`config.mk`:
```
export PLATFORM = sky130hd
export DESIGN_NAME = pwsc_power_sleep_control_regs
export DESIGN_NICKNAME = d
export VERILOG_FILES = /design/src/pwsc_pkg.sv /design/src/pwsc_power_sleep_control_regs.sv
export VERILOG_INCLUDE_DIRS = /design/src
export SDC_FILE = /design/constraint.sdc
export NUM_CORES = 1
export LEC_CHECK = 0
export BUFFER_PORTS_ARGS = -buffer_cell sky130_fd_sc_hd__clkbuf_2
export CORE_MARGIN = 2
export CORE_UTILIZATION = 40
export CTS_BUF_LIST = sky130_fd_sc_hd__clkbuf_4
export DETAILED_ROUTE_END_ITERATION = 12
export GPL_TIMING_DRIVEN = 0
export PLACE_DENSITY = 0.7
export REMOVE_ABC_BUFFERS = 1
export SLEW_MARGIN = 20
export SYNTH_ARGS = -nofsm -noshare
export SYNTH_HDL_FRONTEND = slang
export SYNTH_SLANG_ARGS = --single-unit
```
`constraint.sdc`:
```
create_clock -name ref_clk -period 4.2 [get_ports ref_clk]
set_clock_uncertainty 0.1 [all_clocks]
set_input_delay 0.21 -clock ref_clk [delete_from_list [all_inputs] [get_ports ref_clk]]
set_output_delay 0.21 -clock ref_clk [all_outputs]
set_load 0.03 [all_outputs]
```
`src/pwsc_defines.svh`:
```
`ifndef PWSC_DEFINES_SVH
`define PWSC_DEFINES_SVH

// ----------------------------------------------------------------------------
// register offsets (data space) and the I/O space window
// ----------------------------------------------------------------------------
`define PWSC_OFF_SLEEP_MODE_CONTROL   8'h53
`define PWSC_OFF_PROCESSOR_CONTROL    8'h55
`define PWSC_OFF_PERIPH_CLOCK_GATING  8'h64
`define PWSC_OFF_CONVERTER_IN_DISABLE 8'h7e
`define PWSC_OFF_COMPARATOR_IN_DISABLE 8'h7f
`define PWSC_IO_SPACE_BASE            8'h20
`define PWSC_IO_SPACE_LAST            8'h3f

// ----------------------------------------------------------------------------
// field positions
// ----------------------------------------------------------------------------
`define PWSC_SLEEP_EN_BIT    0
`define PWSC_MODE_LSB        1
`define PWSC_MODE_MSB        3
`define PWSC_VEC_CHG_BIT     0
`define PWSC_VEC_SEL_BIT     1
`define PWSC_PULLUP_DIS_BIT  4
`define PWSC_DET_ARM_BIT     5
`define PWSC_DET_DIS_BIT     6
`define PWSC_GATE_TIMER_TWO_BIT 6

// ----------------------------------------------------------------------------
// reset values and writable masks
// ----------------------------------------------------------------------------
`define PWSC_RST_SLEEP_MODE_CONTROL  8'h00
`define PWSC_RST_PROCESSOR_CONTROL   8'h00
`define PWSC_RST_PERIPH_CLOCK_GATING 8'h00
`define PWSC_RST_CONV_IN_DISABLE     8'h00
`define PWSC_RST_COMP_IN_DISABLE     8'h00
`define PWSC_MASK_SLEEP_MODE_CONTROL  8'h0f
`define PWSC_MASK_PERIPH_CLOCK_GATING 8'hef
`define PWSC_MASK_COMP_IN_DISABLE     8'h03

// ----------------------------------------------------------------------------
// timed sequences, in clock cycles
// ----------------------------------------------------------------------------
`define PWSC_ARM_WINDOW_CYCLES   3'd4
`define PWSC_DET_DELAY_CYCLES    3'd3
`define PWSC_DET_ACTIVE_CYCLES   3'd3
`define PWSC_VEC_WINDOW_CYCLES   3'd4

`endif

```
`src/pwsc_pkg.sv`:
```
package pwsc_pkg;

  typedef enum logic [2:0] {
    PWSC_IDLE          = 3'b000,
    PWSC_NOISE_REDUCE  = 3'b001,
    PWSC_POWER_DOWN    = 3'b010,
    PWSC_POWER_SAVE    = 3'b011,
    PWSC_RSVD_A        = 3'b100,
    PWSC_RSVD_B        = 3'b101,
    PWSC_STANDBY       = 3'b110,
    PWSC_EXT_STANDBY   = 3'b111
  } pwsc_sleep_mode_t;

  typedef enum logic [0:0] {
    PWSC_AWAKE    = 1'b0,
    PWSC_SLEEPING = 1'b1
  } pwsc_state_t;

endpackage

```
`src/pwsc_power_sleep_control_regs.sv`:
```
`timescale 1ns/1ps
`include "pwsc_defines.svh"
// Functional notes
// - sleep mode field bits 3:1 decodes six modes; codes 100 and 101 reserved
// - sleep instruction enters sleep only while sleep enable bit is one
// - input buffers off in sleep modes stopping both I/O and converter clocks
// - pins needed for wake detection keep input buffers on during sleep
// - converter and comparator input disable registers turn off analog pin buffers
// - with debug fuse enabled the main clock runs in every sleep mode
// - an enabled watchdog stays enabled and running in every sleep mode
// - detector sleep disable set only by arm write then set write within four cycles
// - detector sleep disable effective three cycles after set, then cleared after three
// - detector is off in sleep only if sleep executes while disable is effective
// - pull-up disable bit forces all port pull-ups off
// - vector select zero places vectors at flash start, one at boot section
// - vector select changes only by change enable write then write within four cycles
// - interrupts blocked from change enable set until after following instruction, or four cycles
// - automatic interrupt blocking leaves global interrupt enable flag untouched
// - change enable cleared four cycles after write or when vector select written
// - boot lock bits disable interrupts in the section without the vectors
// - gating bit 7 stops two-wire clock; software reinitializes it after
// - gating bit 6 stops timer two only in synchronous mode; resumes frozen state
// - gating bits 5 and 3 stop timers zero and one; they resume after clearing
// - sleep mode and processor control registers reachable at data offset and at offset minus 0x20 in I/O space; the rest only at data offset
// - gated peripheral is frozen and its registers cannot be read or written
// - gating bits 2, 1, 0 stop serial peripheral, serial port, converter
module pwsc_power_sleep_control_regs
  import pwsc_pkg::*;
#(
  parameter int PIN_COUNT = 23
) (
  input  wire logic                 ref_clk,
  input  wire logic                 resetn,
  input  wire logic [7:0]           ioAddr,
  input  wire logic                 ioSpace,
  input  wire logic                 ioWrite,
  input  wire logic                 ioRead,
  input  wire logic [7:0]           ioWrData,
  output logic      [7:0]           ioRdData,
  input  wire logic                 sleepInstr,
  input  wire logic                 wakeEvent,
  input  wire logic                 instrRetire,
  input  wire logic                 execInBoot,
  input  wire logic                 timerTwoAsyncSelect,
  input  wire logic                 debugEnableFuse,
  input  wire logic                 watchdogEnable,
  input  wire logic                 applicationBootLock,
  input  wire logic                 bootloaderBootLock,
  input  wire logic [PIN_COUNT-1:0] wakePinMask,
  output logic                      sleeping,
  output pwsc_sleep_mode_t          activeSleepMode,
  output logic                      ioClkRun,
  output logic                      adcClkRun,
  output logic                      mainClkRun,
  output logic                      watchdogRun,
  output logic                      brownoutDetectorOff,
  output logic                      detectorDisableEffective,
  output logic                      pullupDisable,
  output logic                      vectorSelect,
  output logic                      irqBlock,
  output logic [7:0]                periphClkEn,
  output logic                      timerTwoClkEn,
  output logic [PIN_COUNT-1:0]      pinInBufEn,
  output logic [7:0]                convInBufEn,
  output logic [1:0]                compInBufEn
);

  // --------------------------------------------------------------------------
  // pin synchronisers for static strap levels
  // --------------------------------------------------------------------------
  logic [3:0] strapMeta;
  logic [3:0] strapSync;
  always_ff @(posedge ref_clk or negedge resetn) begin
    if (!resetn) begin
      strapMeta <= 4'h0;
      strapSync <= 4'h0;
    end else begin
      strapMeta <= {debugEnableFuse, watchdogEnable, applicationBootLock, bootloaderBootLock};
      strapSync <= strapMeta;
    end
  end
  logic debugOn, wdogOn, appLock, bootLock;
  assign {debugOn, wdogOn, appLock, bootLock} = strapSync;

  // --------------------------------------------------------------------------
  // address decode
  // --------------------------------------------------------------------------
  logic [7:0] effAddr;
  logic       addrOk;
  assign effAddr = ioSpace ? 8'(ioAddr + `PWSC_IO_SPACE_BASE) : ioAddr;
  assign addrOk  = !ioSpace || (ioAddr <= `PWSC_IO_SPACE_LAST);
  logic wrSleepCtl, wrPctl, wrGate, wrConv, wrComp;
  assign wrSleepCtl = ioWrite && addrOk && effAddr == `PWSC_OFF_SLEEP_MODE_CONTROL;
  assign wrPctl = ioWrite && addrOk && effAddr == `PWSC_OFF_PROCESSOR_CONTROL;
  assign wrGate = ioWrite && addrOk && effAddr == `PWSC_OFF_PERIPH_CLOCK_GATING;
  assign wrConv = ioWrite && addrOk && effAddr == `PWSC_OFF_CONVERTER_IN_DISABLE;
  assign wrComp = ioWrite && addrOk && effAddr == `PWSC_OFF_COMPARATOR_IN_DISABLE;

  // --------------------------------------------------------------------------
  // plain control registers
  // --------------------------------------------------------------------------
  logic [3:0] sleepCtl;
  logic [7:0] gateBits;
  logic [7:0] convDisable;
  logic [1:0] compDisable;
  always_ff @(posedge ref_clk or negedge resetn) begin
    if (!resetn) begin
      sleepCtl    <= 4'(`PWSC_RST_SLEEP_MODE_CONTROL);
      gateBits    <= `PWSC_RST_PERIPH_CLOCK_GATING;
      convDisable <= `PWSC_RST_CONV_IN_DISABLE;
      compDisable <= 2'(`PWSC_RST_COMP_IN_DISABLE);
      pullupDisable <= 1'b0;
    end else begin
      if (wrSleepCtl)
        sleepCtl <= 4'(ioWrData & `PWSC_MASK_SLEEP_MODE_CONTROL);
      if (wrGate)
        gateBits <= ioWrData & `PWSC_MASK_PERIPH_CLOCK_GATING;
      if (wrConv)
        convDisable <= ioWrData;
      if (wrComp)
        compDisable <= 2'(ioWrData & `PWSC_MASK_COMP_IN_DISABLE);
      if (wrPctl)
        pullupDisable <= ioWrData[`PWSC_PULLUP_DIS_BIT];
    end
  end
  logic             sleepEnable;
  pwsc_sleep_mode_t modeSel;
  assign sleepEnable = sleepCtl[`PWSC_SLEEP_EN_BIT];
  assign modeSel     = pwsc_sleep_mode_t'(sleepCtl[`PWSC_MODE_MSB:`PWSC_MODE_LSB]);

  // --------------------------------------------------------------------------
  // detector sleep disable timed sequence
  // --------------------------------------------------------------------------
  logic       detArm;
  logic [2:0] armLeft;
  logic       detDis;
  logic [2:0] detAge;
  logic       armWrite, setWrite;
  assign armWrite = wrPctl && ioWrData[`PWSC_DET_DIS_BIT] && ioWrData[`PWSC_DET_ARM_BIT];
  assign setWrite = wrPctl && ioWrData[`PWSC_DET_DIS_BIT] && !ioWrData[`PWSC_DET_ARM_BIT];
  always_ff @(posedge ref_clk or negedge resetn) begin
    if (!resetn) begin
      detArm  <= 1'b0;
      armLeft <= 3'd0;
    end else if (armWrite) begin
      detArm  <= 1'b1;
      armLeft <= `PWSC_ARM_WINDOW_CYCLES;
    end else if (setWrite || armLeft == 3'd1) begin
      detArm  <= 1'b0;
      armLeft <= 3'd0;
    end else if (armLeft != 3'd0) begin
      armLeft <= armLeft - 3'd1;
    end
  end
  // the bit sits pending for three cycles, then stays effective for three more
  always_ff @(posedge ref_clk or negedge resetn) begin
    if (!resetn) begin
      detDis <= 1'b0;
      detAge <= 3'd0;
    end else if (setWrite && detArm && !detDis) begin
      detDis <= 1'b1;
      detAge <= 3'd0;
    end else if (detDis) begin
      if (detAge == 3'(`PWSC_DET_DELAY_CYCLES + `PWSC_DET_ACTIVE_CYCLES - 3'd1)) begin
        detDis <= 1'b0;
        detAge <= 3'd0;
      end else begin
        detAge <= detAge + 3'd1;
      end
    end
  end
  assign detectorDisableEffective = detDis && detAge >= `PWSC_DET_DELAY_CYCLES;

  // --------------------------------------------------------------------------
  // vector select change sequence
  // --------------------------------------------------------------------------
  logic       vecChg;
  logic [2:0] vecChgLeft;
  logic       waitRetire;
  logic       selWrite;
  assign selWrite = wrPctl && vecChg && !ioWrData[`PWSC_VEC_CHG_BIT];
  always_ff @(posedge ref_clk or negedge resetn) begin
    if (!resetn) begin
      vecChg       <= 1'b0;
      vecChgLeft   <= 3'd0;
      vectorSelect <= 1'b0;
    end else if (wrPctl && ioWrData[`PWSC_VEC_CHG_BIT]) begin
      vecChg     <= 1'b1;
      vecChgLeft <= `PWSC_VEC_WINDOW_CYCLES;
    end else if (selWrite) begin
      vectorSelect <= ioWrData[`PWSC_VEC_SEL_BIT];
      vecChg       <= 1'b0;
      vecChgLeft   <= 3'd0;
    end else if (vecChg) begin
      vecChgLeft <= vecChgLeft - 3'd1;
      if (vecChgLeft == 3'd1)
        vecChg <= 1'b0;
    end
  end
  // after the select write, hold the block through the next retired instruction
  always_ff @(posedge ref_clk or negedge resetn) begin
    if (!resetn)
      waitRetire <= 1'b0;
    else if (selWrite)
      waitRetire <= 1'b1;
    else if (instrRetire)
      waitRetire <= 1'b0;
  end
  logic lockBlock;
  assign lockBlock = (vectorSelect && appLock && !execInBoot) ||
                     (!vectorSelect && bootLock && execInBoot);
  // a separate gate; the core's global enable flag is never written here
  assign irqBlock = vecChg || waitRetire || lockBlock;

  // --------------------------------------------------------------------------
  // sleep state
  // --------------------------------------------------------------------------
  pwsc_state_t state;
  logic        modeLegal;
  assign modeLegal = modeSel != PWSC_RSVD_A && modeSel != PWSC_RSVD_B;
  always_ff @(posedge ref_clk or negedge resetn) begin
    if (!resetn) begin
      state               <= PWSC_AWAKE;
      activeSleepMode     <= PWSC_IDLE;
      brownoutDetectorOff <= 1'b0;
    end else begin
      unique case (state)
        PWSC_AWAKE: begin
          // reserved codes are refused rather than guessed at
          if (sleepInstr && sleepEnable && modeLegal) begin
            state               <= PWSC_SLEEPING;
            activeSleepMode     <= modeSel;
            brownoutDetectorOff <= detectorDisableEffective;
          end
        end
        PWSC_SLEEPING: begin
          if (wakeEvent) begin
            state               <= PWSC_AWAKE;
            brownoutDetectorOff <= 1'b0;
          end
        end
      endcase
    end
  end
  assign sleeping = state == PWSC_SLEEPING;

  logic ioStop, adcStop;
  always_comb begin
    ioStop  = 1'b0;
    adcStop = 1'b0;
    if (sleeping) begin
      unique case (activeSleepMode)
        PWSC_IDLE: begin
          ioStop  = 1'b0;
          adcStop = 1'b0;
        end
        PWSC_NOISE_REDUCE: begin
          ioStop  = 1'b1;
          adcStop = 1'b0;
        end
        default: begin
          ioStop  = 1'b1;
          adcStop = 1'b1;
        end
      endcase
    end
  end
  assign ioClkRun  = !ioStop;
  assign adcClkRun = !adcStop;
  assign mainClkRun = !sleeping || debugOn || activeSleepMode == PWSC_IDLE ||
                      activeSleepMode == PWSC_NOISE_REDUCE || activeSleepMode == PWSC_STANDBY ||
                      activeSleepMode == PWSC_EXT_STANDBY;
  assign watchdogRun = wdogOn;

  // --------------------------------------------------------------------------
  // input buffers and clock gating
  // --------------------------------------------------------------------------
  genvar gi;
  generate
    for (gi = 0; gi < PIN_COUNT; gi++) begin : gPin
      assign pinInBufEn[gi] = !(ioStop && adcStop) || wakePinMask[gi];
    end
  endgenerate
  assign convInBufEn = ~convDisable & {8{!(ioStop && adcStop)}};
  assign compInBufEn = ~compDisable & {2{!(ioStop && adcStop)}};
  // a gated peripheral also refuses register access via this same enable
  assign periphClkEn   = ~gateBits;
  assign timerTwoClkEn = !(gateBits[`PWSC_GATE_TIMER_TWO_BIT] && !timerTwoAsyncSelect);

  // --------------------------------------------------------------------------
  // read port
  // --------------------------------------------------------------------------
  always_ff @(posedge ref_clk or negedge resetn) begin
    if (!resetn) begin
      ioRdData <= 8'h00;
    end else if (ioRead && addrOk) begin
      unique case (effAddr)
        `PWSC_OFF_SLEEP_MODE_CONTROL:    ioRdData <= {4'h0, sleepCtl};
        `PWSC_OFF_PROCESSOR_CONTROL:     ioRdData <= {1'b0, detDis, detArm, pullupDisable, 2'b00, vectorSelect, vecChg};
        `PWSC_OFF_PERIPH_CLOCK_GATING:   ioRdData <= gateBits;
        `PWSC_OFF_CONVERTER_IN_DISABLE:  ioRdData <= convDisable;
        `PWSC_OFF_COMPARATOR_IN_DISABLE: ioRdData <= {6'h00, compDisable};
        default:                         ioRdData <= 8'h00;
      endcase
    end else begin
      ioRdData <= 8'h00;
    end
  end
endmodule

```
==> impl_metrics.toml <==
[critical_path]
worstPathMaxFanout = 24
crit_arrival_ns = 2.82
r2r_cells = 6
worstSetupPathType = "reg2out"
crit_path_start_kind = "flip-flop"
end_kind = "output port"
cp.required_ns = 3.89

[sta]
hold_viol = 0
setup_viol = 0
clock.fmax_mhz = 319
tightest_slew_ns = 1.01
slew_headroom_pct = 32.1
period_share_pct = 74.6
rsz0062_at_grt = "no"
tns_ns = 0
slew_violations = 0
fin_crit_ns = 3.13

[finish]
diodes = 0
num-fill-cells = 633
layout-drive-gt1-share_pct = 42.7
final_design_area_no_fill_um2 = 3870
nets = 477
area_growth_pct = 34.4

[worst_hold_path]
min_path_type = "in2reg"
whs_path_depth = 3

[clock_tree]
cts_tree = "built"
cts_buffer_depth = 2
cts.reportedPaths.clkPinSlew_ns = 0.11
cts_resized = 0
cts_sinks = 57
postCtsHoldBufs = 15
cts_buffers = 9
clock_latency_ns = 0.42
postCtsSetupBuffers = 0
cts_root_buf = "clkbuf_4"
htree_levels = 3

[yosys]
synth.distinct_cells = 44
synth_top_flop_cell = "dfrtp_1"
yosysTopAreaCellShare_pct = 49.5
synthMuxAreaShare_pct = 9.20
async_reset_ff_share_pct = 100
synth_warnings = 0
synthTopCellsByCount = "dfrtp_1 (57), nor2_1 (29), inv_1 (23), or2_2 (23), mux2_2 (20)"
synth_area_leaders = "dfrtp_1 (49%), mux2_2 (7.8%), or2_2 (5.0%)"
synth_seq_area_share_pct = 49.5
synth_simple_gate_area_share_pct = 22.4
synth_xor_area_share_pct = 0.911
synth_top_family_by_area = "simple AND/OR/NAND/NOR gates"
syn_inst = 284
synth_edf_count = 0
synth.most_common_cell = "dfrtp_1"
synth_fa_ha_area_share_pct = 3.04
yosysTopAreaCell = "dfrtp_1"
syn_area_per_cell_um2 = 10.2
syn_area_um2 = 2880
synth-seq-cells = 57
synth_compound_area_share_pct = 10.7

[place]
globalplace.congestion = 0.876
dpl.hpwl_um = 5670
placed_area_um2 = 3560
io_buffers = 114

[detailed_routing]
routedWlPerCell_um = 14.3
drt_iter0_markers = 141
drtPass1Iterations = 4
routed_via_density = 4.93
vias = 2556
drt_wl_total_um = 7430
drc = 0
drtAntennaViolNets = 0

[die]
core_um2 = 6870
dieArea_um2 = 7900
initial_utilization_pct = 42.0
ios = 116
die_w_um = 88.9
die-height_um = 88.9
rows = 30

[grt]
grt_pass1_wl_um = 11300
grt_max_degree = 35
grt_pass1_vias = 2392
grt.total_usage_pct = 19.5
overflow = 0
antenna_found_initial = 0

[power]
power_density_nw_per_um2 = 357
p_clk_share_pct = 33.6
p_sw_mw = 0.422
p_leak_nw = 1.90
pwr-share-comb_pct = 20.5
vdd_drop_max_mv = 0.302
totalPowerFinal_mw = 1.38
sequentialPowerShare_pct = 45.9
p_int_mw = 0.960
sw_frac_of_total_pct = 30.6

[run_status]
status = "finished clean"

[flow_run]
maxCapViolations = 0
==> cell usage in the layout (no fill, tap or decap), types with 5 or more instances in the layout <==
master | Yosys | layout
clkbuf_2 | 0 | 113
dfrtp_1 | 57 | 57
nor2_1 | 29 | 29
inv_1 | 23 | 23
or2_2 | 23 | 23
mux2_2 | 20 | 20
nand2_1 | 19 | 19
o21ai_0 | 19 | 19
dlygate4sd3_1 | 0 | 15
a22oi_1 | 10 | 10
clkbuf_4 | 0 | 10
nand2b_1 | 8 | 8
ha_1 | 7 | 7
nor3_1 | 6 | 6
a21oi_1 | 5 | 5
o22ai_1 | 5 | 5
==> metal layers <==
layer	routed length (um)	share of wire, %	track usage [%]	up-vias
met4	126	1.7	8.54	0
met5	0	0	0	-
met2	3570	48	34.5	114
met1	3130	42	22.7	1199
li1	-	-	-	1233
met3	606	8.2	4.43	10
==> path summary, 6_finish.rpt <==
path | from | to | slack [ns]
max | sleeping | pinInBufEn[2] | 1.07
min | ioWrData[0] | gateBits[0] | 0.02
max reg2reg | detAge[0] | brownoutDetectorOff | 2.67
min reg2reg | strapMeta[3] | strapSync[3] | 0.26
max in group asynchronous | resetn | vecChgLeft[0] | 3.35
min in group asynchronous | resetn | convDisable[7] | 0.16
==> logic make-up after synthesis <==
family	after synthesis
multiplexers	24
AO/OA/AOI/OAI	50
adder cells (fa/ha/maj)	7
other	1
XOR/XNOR	3
AND/OR/NAND/NOR	111
flip-flops	57
buffers and inverters	31
==> final cells by class <==
class	count	area [um2]	share of cell area, %
clock buffer	9	67.6	1.74
multi-input combinational	196	1340	34.5
timing repair buffer	130	743	19.2
inverter	23	86.3	2.23
tap	96	120	3.10
clock inverter	7	93.8	2.42
sequential	57	1430	36.8
==> per-stage QoR <==
| stage | worst slack [ns] | utilization (%) | cells | hold slack [ns] |
|---|---|---|---|---|
| after floorplan | 1.92 | - | 276 | -0.186 |
| after global placement | 1.58 | 51.5 | 486 | 0.219 |
| after detailed placement | 1.51 | 51.9 | 487 | 0.0622 |
| after CTS | 1.04 | 56.4 | 518 | 0.00710 |
| after global routing | 0.774 | 56.4 | 518 | 0.0151 |
| final | 1.07 | 56.4 | 518 | 0.0195 |
==> power by group through the flow <==
stage          clock network [mW]  registers [mW]  logic, mW
6_report                    0.465           0.635      0.283
5_1_grt                     0.499           0.642      0.321
4_1_cts                     0.470           0.634      0.285
3_5_place_dp                    0           0.645      0.273
3_3_place_gp                    0           0.641      0.257
2_1_floorplan                   0           0.639      0.180
==> critical path: stages, from the launching register on <==
cell and delay (ns):
dfrtp_1 0.44, inv_1 0.11, nor2_1 0.78, inv_1 0.47
or2_2 0.41, clkbuf_2 0.19
==> state kept, by name, indices dropped and copies added, names as in the netlist <==
| name | flops |
|---|---|
| strapSync | 4 |
| waitRetire | 1 |
| detAge | 3 |
| detArm | 1 |
| pullupDisable | 1 |
| strapMeta | 4 |
| ioRdData | 8 |
| compDisable | 2 |
| convDisable | 8 |
| vectorSelect | 1 |
| sleepCtl | 4 |
| gateBits | 7 |
| sleeping | 1 |
| brownoutDetectorOff | 1 |
| detDis | 1 |
| vecChg | 1 |
| activeSleepMode | 3 |
| armLeft | 3 |
| vecChgLeft | 3 |
(Power assumes the default switching activity.)
